**src/hw/pmc_pkg.sv**
```systemverilog
// Shared constants and types of the paging message check block.
// Assumes one 40 MHz clock and a Wishbone classic register port.
package pmc_pkg;
  localparam int CLK_HZ = 40000000;
  // Register byte offsets.
  localparam logic [3:0] ADR_CTRL = 4'h0;
  localparam logic [3:0] ADR_STAT = 4'h4;
  localparam logic [3:0] ADR_MASK = 4'h8;
  localparam logic [3:0] ADR_INFO = 4'hc;
  // Control fields.
  localparam int CTRL_EN_BIT = 0;
  localparam int CTRL_ROLL_LSB = 8;
  localparam logic [31:0] CTRL_RST = 32'h0000_3f01;
  localparam logic [31:0] CTRL_WMASK = 32'h0000_3f01;
  // Status and mask bit positions.
  localparam int ST_CSUM = 0;
  localparam int ST_MISS_MSG = 1;
  localparam int ST_MISS_FRAG = 2;
  localparam int ST_NULL = 3;
  localparam int ST_DONE = 4;
  localparam int ST_W = 5;
  localparam logic [ST_W-1:0] MASK_RST = 5'h00;
  // Info register fields.
  localparam int INFO_NUM_LSB = 0;
  localparam int INFO_CSUM_LSB = 8;
  localparam int INFO_MODE_LSB = 16;
  // Message types.
  localparam logic [1:0] MT_SECURE = 2'h0;
  localparam logic [1:0] MT_NUMERIC = 2'h1;
  localparam logic [1:0] MT_HEX = 2'h2;
  localparam logic [1:0] MT_ALNUM = 2'h3;
  // Character-mode field codes.
  localparam logic [1:0] CM_NO_EF = 2'h0;
  localparam logic [1:0] CM_RSVD = 2'h1;
  localparam logic [1:0] CM_DEFAULT = 2'h2;
  localparam logic [1:0] CM_ALT = 2'h3;
  // Fragment numbering.
  localparam logic [1:0] FRAG_FIRST = 2'h3;
  localparam logic [1:0] FRAG_LAST_CYC = 2'h2;
  // Checksum shape.
  localparam int CSUM_W = 8;
  localparam int NUM_CSUM_W = 6;
  localparam int FOLD_SHIFT = 6;
  localparam int INFO_W = 21;
  localparam int CHAR_W = 7;
  localparam int CHARS_PER_CW = 3;
  localparam logic [CHAR_W-1:0] CHAR_NUL = 7'h00;
  localparam int SLOTS = 4;

  typedef struct packed {
    logic [1:0] msg_type;
    logic [1:0] addr_slot;
    logic [5:0] msg_num;
    logic [1:0] frag_num;
    logic [1:0] char_mode;
    logic retrieve;
    logic cont;
    logic [CSUM_W-1:0] rx_csum;
  } pmc_hdr_t;

  typedef struct packed {
    logic valid;
    logic [CSUM_W-1:0] calc;
    logic ok;
  } pmc_res_t;
endpackage

```
**src/hw/pmc_top.sv**
```systemverilog
// Paging message checker: checksum, null stripping, fragment and number tracking.
// Assumes a front end that gives one header, then the fragment's codewords.
module pmc_top (
  input wire logic clk_i,
  input wire logic rst_i,
  input wire logic wb_cyc_i,
  input wire logic wb_stb_i,
  input wire logic wb_we_i,
  input wire logic [3:0] wb_adr_i,
  input wire logic [3:0] wb_sel_i,
  input wire logic [31:0] wb_dat_i,
  output logic [31:0] wb_dat_o,
  output logic wb_ack_o,
  input wire logic hdr_valid_i,
  input wire pmc_pkg::pmc_hdr_t hdr_i,
  output logic hdr_ready_o,
  input wire logic cw_valid_i,
  input wire logic [pmc_pkg::INFO_W-1:0] cw_info_i,
  input wire logic cw_last_i,
  output logic cw_ready_o,
  output logic char_valid_o,
  output logic [pmc_pkg::CHAR_W-1:0] char_o,
  output logic [1:0] char_mode_o,
  output logic char_aligned_o,
  output pmc_pkg::pmc_res_t res_o,
  output logic irq_o
);
  typedef enum logic [1:0] {S_IDLE, S_WORDS, S_CHARS, S_FINISH} pmc_state_t;

  pmc_state_t state_q;
  pmc_pkg::pmc_hdr_t hdr_q;
  logic [31:0] ctrl_q;
  logic [pmc_pkg::ST_W-1:0] stat_q;
  logic [pmc_pkg::ST_W-1:0] mask_q;
  logic [pmc_pkg::ST_W-1:0] ev;
  logic [31:0] wmask;
  logic [31:0] rdata;
  logic [31:0] dat_q;
  logic ack_q;
  logic wr;
  logic en;
  logic [5:0] roll;
  logic hdr_fire;
  logic cw_fire;
  logic [pmc_pkg::INFO_W-1:0] word_q;
  logic last_q;
  logic [1:0] idx_q;
  logic [pmc_pkg::CSUM_W-1:0] csum;
  logic csum_err;
  logic null_err;
  logic [5:0] last_num_q [pmc_pkg::SLOTS];
  logic [pmc_pkg::SLOTS-1:0] seen_q;
  logic [pmc_pkg::SLOTS-1:0] prog_q;
  logic [5:0] prog_num_q [pmc_pkg::SLOTS];
  logic [1:0] prog_frag_q [pmc_pkg::SLOTS];
  logic first;
  logic [5:0] exp_num;
  logic [1:0] exp_frag;
  logic miss_msg;
  logic miss_frag;
  logic [1:0] eff_mode;
  logic [pmc_pkg::CHAR_W-1:0] cur_char;
  logic ch_valid;
  logic [5:0] hist_sel;

  // Register port.
  // A write lands at the edge where the master sees ack, while it still holds the request.
  assign wr = wb_cyc_i && wb_stb_i && wb_we_i && ack_q;
  assign wmask = {{8{wb_sel_i[3]}}, {8{wb_sel_i[2]}}, {8{wb_sel_i[1]}}, {8{wb_sel_i[0]}}};
  assign en = ctrl_q[pmc_pkg::CTRL_EN_BIT];
  assign roll = ctrl_q[pmc_pkg::CTRL_ROLL_LSB +: 6];

  always_comb begin
    rdata = 32'h0000_0000;
    unique case (wb_adr_i)
      pmc_pkg::ADR_CTRL: rdata = ctrl_q;
      pmc_pkg::ADR_STAT: rdata = {27'h0, stat_q};
      pmc_pkg::ADR_MASK: rdata = {27'h0, mask_q};
      pmc_pkg::ADR_INFO: begin
        rdata[pmc_pkg::INFO_NUM_LSB +: 6] = hdr_q.msg_num;
        rdata[pmc_pkg::INFO_CSUM_LSB +: 8] = res_o.calc;
        rdata[pmc_pkg::INFO_MODE_LSB +: 2] = char_mode_o;
      end
      default: rdata = 32'h0000_0000;
    endcase
  end

  // One wait-free answer: ack follows the request edge by one cycle.
  always_ff @(posedge clk_i) begin
    if (rst_i) begin
      ack_q <= 1'b0;
      dat_q <= '0;
    end else begin
      ack_q <= wb_cyc_i && wb_stb_i && !ack_q;
      if (wb_cyc_i && wb_stb_i && !ack_q) begin
        dat_q <= wb_we_i ? 32'h0000_0000 : rdata;
      end
    end
  end
  assign wb_ack_o = ack_q;
  assign wb_dat_o = dat_q;

  always_ff @(posedge clk_i) begin
    if (rst_i) begin
      ctrl_q <= pmc_pkg::CTRL_RST;
      mask_q <= pmc_pkg::MASK_RST;
    end else if (wr && wb_adr_i == pmc_pkg::ADR_CTRL) begin
      ctrl_q <= (ctrl_q & ~wmask) | (wb_dat_i & wmask & pmc_pkg::CTRL_WMASK);
    end else if (wr && wb_adr_i == pmc_pkg::ADR_MASK) begin
      mask_q <= (mask_q & ~wmask[4:0]) | (wb_dat_i[4:0] & wmask[4:0]);
    end
  end

  // A new event in the clearing cycle keeps its bit set.
  always_ff @(posedge clk_i) begin
    if (rst_i) begin
      stat_q <= '0;
    end else if (wr && wb_adr_i == pmc_pkg::ADR_STAT) begin
      stat_q <= (stat_q & ~(wb_dat_i[4:0] & wmask[4:0])) | ev;
    end else begin
      stat_q <= stat_q | ev;
    end
  end
  assign irq_o = |(stat_q & mask_q);

  // Header checks against the per-address history.
  assign hdr_ready_o = state_q == S_IDLE && en;
  assign hdr_fire = hdr_valid_i && hdr_ready_o;
  assign first = hdr_i.frag_num == pmc_pkg::FRAG_FIRST;
  assign exp_num = (last_num_q[hdr_i.addr_slot] == roll) ? 6'h00
                 : last_num_q[hdr_i.addr_slot] + 6'h01;
  assign miss_msg = first && hdr_i.retrieve && seen_q[hdr_i.addr_slot]
                 && hdr_i.msg_num != exp_num;
  assign exp_frag = (prog_frag_q[hdr_i.addr_slot] == pmc_pkg::FRAG_FIRST
                 || prog_frag_q[hdr_i.addr_slot] == pmc_pkg::FRAG_LAST_CYC) ? 2'h0
                 : prog_frag_q[hdr_i.addr_slot] + 2'h1;
  assign miss_frag = !first && (!prog_q[hdr_i.addr_slot]
                 || prog_num_q[hdr_i.addr_slot] != hdr_i.msg_num
                 || hdr_i.frag_num != exp_frag);
  assign eff_mode = first ? pmc_pkg::CM_DEFAULT : hdr_i.char_mode;
  assign hist_sel = last_num_q[hdr_q.addr_slot];

  always_ff @(posedge clk_i) begin
    if (rst_i) begin
      seen_q <= '0;
      prog_q <= '0;
      for (int i = 0; i < pmc_pkg::SLOTS; i++) begin
        last_num_q[i] <= '0;
        prog_num_q[i] <= '0;
        prog_frag_q[i] <= '0;
      end
    end else if (hdr_fire) begin
      if (first && hdr_i.retrieve) begin
        last_num_q[hdr_i.addr_slot] <= hdr_i.msg_num;
        seen_q[hdr_i.addr_slot] <= 1'b1;
      end
      prog_q[hdr_i.addr_slot] <= hdr_i.cont;
      prog_num_q[hdr_i.addr_slot] <= hdr_i.msg_num;
      prog_frag_q[hdr_i.addr_slot] <= hdr_i.frag_num;
    end
  end

  always_ff @(posedge clk_i) begin
    if (rst_i) begin
      hdr_q <= '0;
      char_mode_o <= pmc_pkg::CM_DEFAULT;
      char_aligned_o <= 1'b1;
    end else if (hdr_fire) begin
      hdr_q <= hdr_i;
      char_mode_o <= eff_mode;
      char_aligned_o <= eff_mode != pmc_pkg::CM_NO_EF;
    end
  end

  // Fragment sequencer.
  assign cw_ready_o = state_q == S_WORDS;
  assign cw_fire = cw_valid_i && cw_ready_o;

  always_ff @(posedge clk_i) begin
    if (rst_i) begin
      state_q <= S_IDLE;
      idx_q <= '0;
      word_q <= '0;
      last_q <= 1'b0;
    end else begin
      unique case (state_q)
        S_IDLE: if (hdr_fire) state_q <= S_WORDS;
        S_WORDS: begin
          if (cw_fire) begin
            word_q <= cw_info_i;
            last_q <= cw_last_i;
            idx_q <= '0;
            if (hdr_q.msg_type == pmc_pkg::MT_ALNUM) begin
              state_q <= S_CHARS;
            end else if (cw_last_i) begin
              state_q <= S_FINISH;
            end
          end
        end
        S_CHARS: begin
          idx_q <= idx_q + 2'h1;
          if (idx_q == 2'(pmc_pkg::CHARS_PER_CW - 1)) begin
            state_q <= last_q ? S_FINISH : S_WORDS;
          end
        end
        S_FINISH: state_q <= S_IDLE;
      endcase
    end
  end

  pmc_csum u_csum (
    .clk_i(clk_i),
    .rst_i(rst_i),
    .clr_i(hdr_fire),
    .add_i(cw_fire),
    .info_i(cw_info_i),
    .numeric_i(hdr_q.msg_type == pmc_pkg::MT_NUMERIC),
    .csum_o(csum)
  );

  assign csum_err = state_q == S_FINISH && csum != hdr_q.rx_csum;

  always_ff @(posedge clk_i) begin
    if (rst_i) begin
      res_o <= '0;
    end else begin
      res_o.valid <= state_q == S_FINISH;
      if (state_q == S_FINISH) begin
        res_o.calc <= csum;
        res_o.ok <= !csum_err;
      end
    end
  end

  assign cur_char = word_q[idx_q * pmc_pkg::CHAR_W +: pmc_pkg::CHAR_W];
  assign ch_valid = state_q == S_CHARS;

  pmc_null_strip u_strip (
    .clk_i(clk_i),
    .rst_i(rst_i),
    .flush_i(state_q == S_FINISH),
    .ch_valid_i(ch_valid),
    .ch_i(cur_char),
    .out_valid_o(char_valid_o),
    .out_o(char_o),
    .err_o(null_err)
  );

  always_comb begin
    ev = '0;
    ev[pmc_pkg::ST_CSUM] = csum_err;
    ev[pmc_pkg::ST_MISS_MSG] = hdr_fire && miss_msg;
    ev[pmc_pkg::ST_MISS_FRAG] = hdr_fire && miss_frag;
    ev[pmc_pkg::ST_NULL] = null_err;
    ev[pmc_pkg::ST_DONE] = state_q == S_FINISH;
  end
endmodule // pmc_top

```
**src/hw/pmc_csum.sv**
```systemverilog
// Checksum accumulator over the 21 information bits of each codeword.
// Assumes clr_i at the start of every fragment and add_i once per codeword.
module pmc_csum (
  input wire logic clk_i,
  input wire logic rst_i,
  input wire logic clr_i,
  input wire logic add_i,
  input wire logic [pmc_pkg::INFO_W-1:0] info_i,
  input wire logic numeric_i,
  output logic [pmc_pkg::CSUM_W-1:0] csum_o
);
  logic [pmc_pkg::CSUM_W-1:0] sum_q;
  logic [pmc_pkg::CSUM_W-1:0] groups;
  logic [pmc_pkg::NUM_CSUM_W-1:0] fold;

  // Only the low eight bits ever matter, so the sum wraps freely.
  assign groups = info_i[7:0] + info_i[15:8] + {3'h0, info_i[20:16]};

  always_ff @(posedge clk_i) begin
    if (rst_i || clr_i) begin
      sum_q <= '0;
    end else if (add_i) begin
      sum_q <= sum_q + groups;
    end
  end

  assign fold = sum_q[pmc_pkg::NUM_CSUM_W-1:0]
              + {4'h0, sum_q[pmc_pkg::CSUM_W-1:pmc_pkg::FOLD_SHIFT]};
  assign csum_o = numeric_i ? {2'h0, ~fold} : ~sum_q;
endmodule // pmc_csum

```
**src/hw/pmc_null_strip.sv**
```systemverilog
// Drops null characters: trailing ones as fill, embedded ones as channel errors.
// Assumes flush_i at the end of each fragment, after its last character.
module pmc_null_strip (
  input wire logic clk_i,
  input wire logic rst_i,
  input wire logic flush_i,
  input wire logic ch_valid_i,
  input wire logic [pmc_pkg::CHAR_W-1:0] ch_i,
  output logic out_valid_o,
  output logic [pmc_pkg::CHAR_W-1:0] out_o,
  output logic err_o
);
  logic [7:0] pend_q;
  logic is_nul;

  assign is_nul = ch_i == pmc_pkg::CHAR_NUL;

  // A null is held back until we know whether a real character follows.
  always_ff @(posedge clk_i) begin
    if (rst_i || flush_i) begin
      pend_q <= '0;
    end else if (ch_valid_i && is_nul) begin
      pend_q <= (pend_q == 8'hff) ? pend_q : pend_q + 8'h01;
    end else if (ch_valid_i) begin
      pend_q <= '0;
    end
  end

  always_ff @(posedge clk_i) begin
    if (rst_i) begin
      out_valid_o <= 1'b0;
      out_o <= '0;
      err_o <= 1'b0;
    end else begin
      out_valid_o <= ch_valid_i && !is_nul;
      err_o <= ch_valid_i && !is_nul && pend_q != 8'h00 && !flush_i;
      if (ch_valid_i && !is_nul) begin
        out_o <= ch_i;
      end
    end
  end
endmodule // pmc_null_strip

```
**config.mk**
```make
export PLATFORM = sky130hd
export DESIGN_NAME = pmc_top
export DESIGN_NICKNAME = d
export VERILOG_FILES = /design/src/hw/pmc_pkg.sv /design/src/hw/pmc_top.sv /design/src/hw/pmc_csum.sv /design/src/hw/pmc_null_strip.sv
export SDC_FILE = /design/constraint.sdc
export NUM_CORES = 1
export LEC_CHECK = 0
export ABC_CLOCK_PERIOD_IN_PS = 4500
export BUFFER_PORTS_ARGS = -buffer_cell sky130_fd_sc_hd__buf_4
export CORE_MARGIN = 2
export CORE_UTILIZATION = 57
export DETAILED_ROUTE_END_ITERATION = 16
export PLACE_DENSITY = 0.8
export SLEW_MARGIN = 15
export SYNTH_ARGS = -nofsm -noshare
export SYNTH_HDL_FRONTEND = slang
export SYNTH_HIERARCHICAL = 1
export SYNTH_SLANG_ARGS = --single-unit
export TNS_END_PERCENT = 10
```
**constraint.sdc**
```tcl
create_clock -name clk_i -period 4.5 [get_ports clk_i]
set_clock_uncertainty 0.15 [all_clocks]
set_input_delay 0.9 -clock clk_i [delete_from_list [all_inputs] [get_ports clk_i]]
set_output_delay 0.9 -clock clk_i [all_outputs]
set_load 0.03 [all_outputs]
```
-- Yosys cells after proc, flatten, opt, wreduce, memory -nomap -nowiden
Memory sizes are Yosys's and may differ from the RTL's.
Cells that the tools add are included.
W data, S select, Z words.
- memory bits (writable): 56
- bits in registers: 163
- logic and storage cells: 176
- bits of input ports: 93
- memories kept: 3
- mux-type cells: 47
- add/sub/neg operators: 8
- equal/unequal tests: 23
- shifts and indexed selects: 1
- magnitude comparators: 2
- multipliers: 1
- bitwise gates (word level): 17
- reduce and logical (&&, ||, !) cells: 50
- memory list (memory ; depth ; bits a word ; rd ports ; clocked after memory_dff ; write ports ; RTL line ; RTL):
    last_num_q ; 4 ; 6 ; 1 ; 0 ; 4 ; pmc_top.sv:51 ; logic [5:0] last_num_q [pmc_pkg::SLOTS];
    prog_num_q ; 4 ; 6 ; 1 ; 0 ; 4 ; pmc_top.sv:54 ; logic [5:0] prog_num_q [pmc_pkg::SLOTS];
    prog_frag_q ; 4 ; 2 ; 1 ; 0 ; 4 ; pmc_top.sv:55 ; logic [1:0] prog_frag_q [pmc_pkg::SLOTS];
- operator list (kind ; count):
    $and A32 B32 Y32 ; 1
    $mux W32 ; 1
    $mux W8 ; 4
    $not A32 Y32 ; 1
    $or A32 B14 Y32 ; 1
    $mux W2 ; 14
    $pmux W6 S4 ; 1
    $logic_and A1 B1 Y1 ; 22
    $shiftx A21 B6 Y7 ; 1
    $and A5 B5 Y5 ; 4
    $pmux W10 S2 ; 1
    $mux W6 ; 3
    $add A8 B8 Y8 ; 2
    $mux W1 ; 15
    $or A5 B5 Y5 ; 3
    $and A14 B14 Y14 ; 1
    $eq A2 B2 Y1 const B ; 7
    $mux W14 ; 1
    $ne A6 B6 Y1 ; 2
    $reduce_or A6 Y1 ; 2
    $not A5 Y5 ; 2
    $reduce_and A2 Y1 ; 5
    $add A8 B1 Y8 const B ; 1
    $add A8 B5 Y8 ; 1
    other kinds (36) ; 53

-- Logic depth before layout (Yosys ltp)
An unclocked memory read counts as a cell.
- depth in word-level cells: 10
- gate-level depth with buffers: 12
- gate-level depth less buffers: 12

-- By module
The synthesis kept the hierarchy.
- modules (own cells, without submodules) (module ; area an instance (µm²) ; times used ; cells an instance):
    pmc_top ; 8065.2 ; 1 ; 813
    pmc_csum ; 1062.3 ; 1 ; 125
    pmc_null_strip ; 809.5 ; 1 ; 94

-- Worst setup path before layout
Ideal clock, no wire load.
- kind: input to register
- start: input port cw_info_i[1] (netlist name)
- end: register u_csum/sum_q[7] (netlist name)
- path slack: 0.986 ns
- data arrival time: 3.245 ns
- setup time: 0.120 ns
- stages on the path: 12
- path through: inv_1 > fa_1 > inv_1 > fa_1 > ha_1 > inv_1 > fa_1 > nor2b_1 > o2111ai_1 > nand2_1 > nor4_1 > a211o_1
- word-level cells in the longest chain between the ends: 3
- ends and longest elaborated chain (what ; RTL line ; RTL):
    start, declared ; pmc_top.sv:18 ; input wire logic [pmc_pkg::INFO_W-1:0] cw_info_i,
    $add A8 B8 Y8 ; pmc_csum.sv:17 ; assign groups = info_i[7:0] + info_i[15:8] + {3'h0, info_i[20:16]};
    $add A8 B5 Y8 ; pmc_csum.sv:17 ;
    $add A8 B8 Y8 ; pmc_csum.sv:23 ; sum_q <= sum_q + groups;
    end signal, assigned ; pmc_csum.sv:23 ;
    end, declared ; pmc_csum.sv:12 ; logic [pmc_pkg::CSUM_W-1:0] sum_q;
Every way passes these cells.
A chain may end at the register's enable or synchronous reset.

-- Worst setup path in the final report
Same ends and word-level chain as after synthesis.

==> metrics.txt <==
crit-path cells buf_4, inv_1, fa_1, inv_1, fa_1, ha_1, inv_1, fa_1, nor2b_1, o2111ai_1, nand2_1, nor4_1, a211o_1; final cycle utilization of the critical path between 70 and 80%; Syn Area/Cell 9.63 µm²; Synth top area share 32.8%; total number of vias 7885; CTS resizes 0; setup bufs post-CTS 0; Slew Limit Fails 0; worst vdd ir 271 µV; gr ovfl total 0; crit path buf inv count 4; Core Rows 48; residual DRC count 0; Std-Cell Core Area 17200 µm²; Worst-path clk slew 0.06 ns; WL/cell 17.4 µm; Nets 1252; Least-Margin Pin Slew 0.949 ns; Final Critical Period 3.25 ns; Crit path required time 4.75 ns; setup TNS 0 ns; maxcap violations 0; antenna cells 0; clock root buffer clkbuf_16; P_leak between 4 and 5 nW; hpwl dp ~17000 µm; Yosys top cell by area dfxtp_1; CTS Buffer Depth 3; Crit path arrival time 3.50 ns; Crit Path Category input port to flop; utilization after layout 68.4%; Layout area overhead 18.2%; initial antenna violation count 0; Die Y 136 µm; worst hold path type flop to flop; RePlAce Congestion 0.851; maximum clock rate 0.308 GHz; boundary pin count 150; GRT Total Usage roughly 26%; Die ar. 18500 µm²; Netlist Area Pre-Place 9940 µm²; Post-Route WL approximately 24000 µm; Setup crit end kind flop; Post-synth top flop dfxtp_1; yosys warns 6; CTS tree done; Hold Buf Count CTS 0; clock sink count 219; worst skew pair latency 0.51 ns; initial core utilization 57.9%; Setup crit start kind input port; Slew HR between 30% and 40%; asr flop ratio synth 0%; layout cells sized above 1 a little under a fifth; drt pass-1 iters 5; CP Max Fanout 3; PwrDens 383 nW/µm²; largest net degree at the start of global routing 66; Fin. Hold Viols 0; slowest CP cell fa_1; die width ~140 µm; synth top area cells dfxtp_1 (33%), edfxtp_1 (17%), nand2_1 (6.2%); CTS H-Tree Depth 1; #FFs+latches synth 219; Initial DRC Count 637; Post-synth EDFFs 56; CTS Buf Count 23; outcome completed; Synth cell types 67; CP max stage delay 0.52 ns; Final setup violation count 0; vias per inst 5.74; Detail Route Antenna Nets 0; via count of the first global-routing pass 7380; Worst path top cell family by delay adder cells; Synthesized Nets 1153; port buffer count 128; RSZ-0062 raised after global routing false; global-route wire length before repair 37700 µm; Seq/Total Area, Yosys between 40 and 50%; synthesized instance count 1032
==> synthesized netlist by cell type, types with 3 or more instances <==
cell type,n
xor2_1,10
nand2b_1,4
mux2i_1,22
a21oi_1,80
buf_1,6
a21o_1,3
o22ai_1,4
o21ai_0,27
mux4_2,17
fa_1,13
ha_1,15
or2_2,5
a211oi_1,8
buf_2,10
and3_1,7
and2_1,37
clkbuf_1,47
inv_1,47
dfxtp_1,163
a31oi_1,4
and4_1,3
mux4_1,4
nor4_1,8
nor3_1,10
nor2_1,117
nand3b_1,4
a222oi_1,11
nor3b_1,5
nand3_1,18
a41oi_1,3
nand4_1,9
a22oi_1,26
nor2b_1,8
nand2_1,164
edfxtp_1,56
xnor2_1,23
==> path summary, 6_finish.rpt <==
| kind | depth (start not counted) | end | slack [ns] | startpoint |
|---|---|---|---|---|
| setup / recovery | 13 | u_csum/sum_q[7] | 1.25 | cw_info_i[1] |
| hold / removal | 2 | stat_q[3] | 0.30 | u_strip/err_o |
| setup reg to reg | 6 | prog_frag_q[3][1] | 1.41 | flop |
| hold reg to reg | 2 | stat_q[3] | 0.30 | u_strip/err_o |
==> placed cells by master (no fill, tap or decap), drive strengths merged, types with 6 or more instances in the layout <==
cell    count
buf       139
nand4       9
clkinv      9
nor3b       7
a222oi     11
xor2       10
and2       38
mux2i      22
nor2      117
ha         15
clkbuf     30
a21oi      80
edfxtp     56
and3        7
or2         6
inv        49
a22oi      26
nor3       10
nor2b       8
o21ai      28
nand2     165
a211oi      8
mux4       21
nand3      19
nor4        9
fa         13
dfxtp     163
xnor2      24
==> sequential cells by signal (all words and copies together) (netlist names), 5 cells and up, named ones only <==
| signal | flops |
|---|---|
| wb_dat_o | 32 |
| ctrl_q | 25 |
| last_num_q | 24 |
| prog_num_q | 24 |
| word_q | 21 |
| hdr_q | 16 |
| res_o | 10 |
| prog_frag_q | 8 |
| u_csum/sum_q | 8 |
| u_strip/pend_q | 8 |
| u_strip/out_o | 7 |
| stat_q | 5 |
==> power by group <==
part | internal (mW) | switching [mW] | total [mW] | leakage (nW)
logic | 0.214 | 0.304 | 0.518 | 2.44
registers | 2.08 | 0.0355 | 2.11 | 1.90
clock network | 1.10 | 0.769 | 1.87 | 0.374
total | 3.39 | 1.11 | 4.50 | 4.71
==> logic make-up after synthesis <==
family | Yosys count | synth area share, %
flops | 219 | 49.8
simple gates | 412 | 19.2
mux | 44 | 7.24
buf+inv | 114 | 4.55
xor+xnor | 35 | 3.31
compound gates | 180 | 11.4
fa+ha+maj | 28 | 4.51
==> metal layers <==
metal	track usage [%]	vias to the layer above	wire length [µm]
li1	-	3768	-
met1	36.3	3749	10400
met2	40.2	326	11000
met3	3.65	42	1870
met4	8.91	0	639
met5	0	-	0
==> stage by stage <==
| step | power, mW | std cells | hold slack (ns) | area, µm² | worst slack [ns] |
|---|---|---|---|---|---|
| floorplan | 2.50 | 1032 | 0.263 | 9940 | 0.986 |
| global placement | 2.65 | 1331 | 0.285 | 11000 | 0.768 |
| detailed placement | 2.66 | 1331 | 0.281 | 11000 | 0.754 |
| CTS | 4.52 | 1373 | 0.302 | 11700 | 1.28 |
| global route | 4.65 | 1373 | 0.316 | 11700 | 1.12 |
| finish | 4.50 | 1373 | 0.301 | 11700 | 1.25 |
==> worst reg2reg max path: cells and delay by family, from the launching register on <==
kind,cells,cell delay (ns)
flops,1,0.40
buf+inv,2,0.66
simple gates,4,1.54
==> cell type report <==
cell class | count | area [µm²]
clock buffer | 30 | 624
clock inverter | 12 | 124
fill | 1359 | 5430
inverter | 49 | 184
multi-input combinational | 699 | 4540
sequential | 219 | 4940
tap | 225 | 282
timing repair buffer | 139 | 1040
Note: power is estimated with default switching activity, not from simulation.
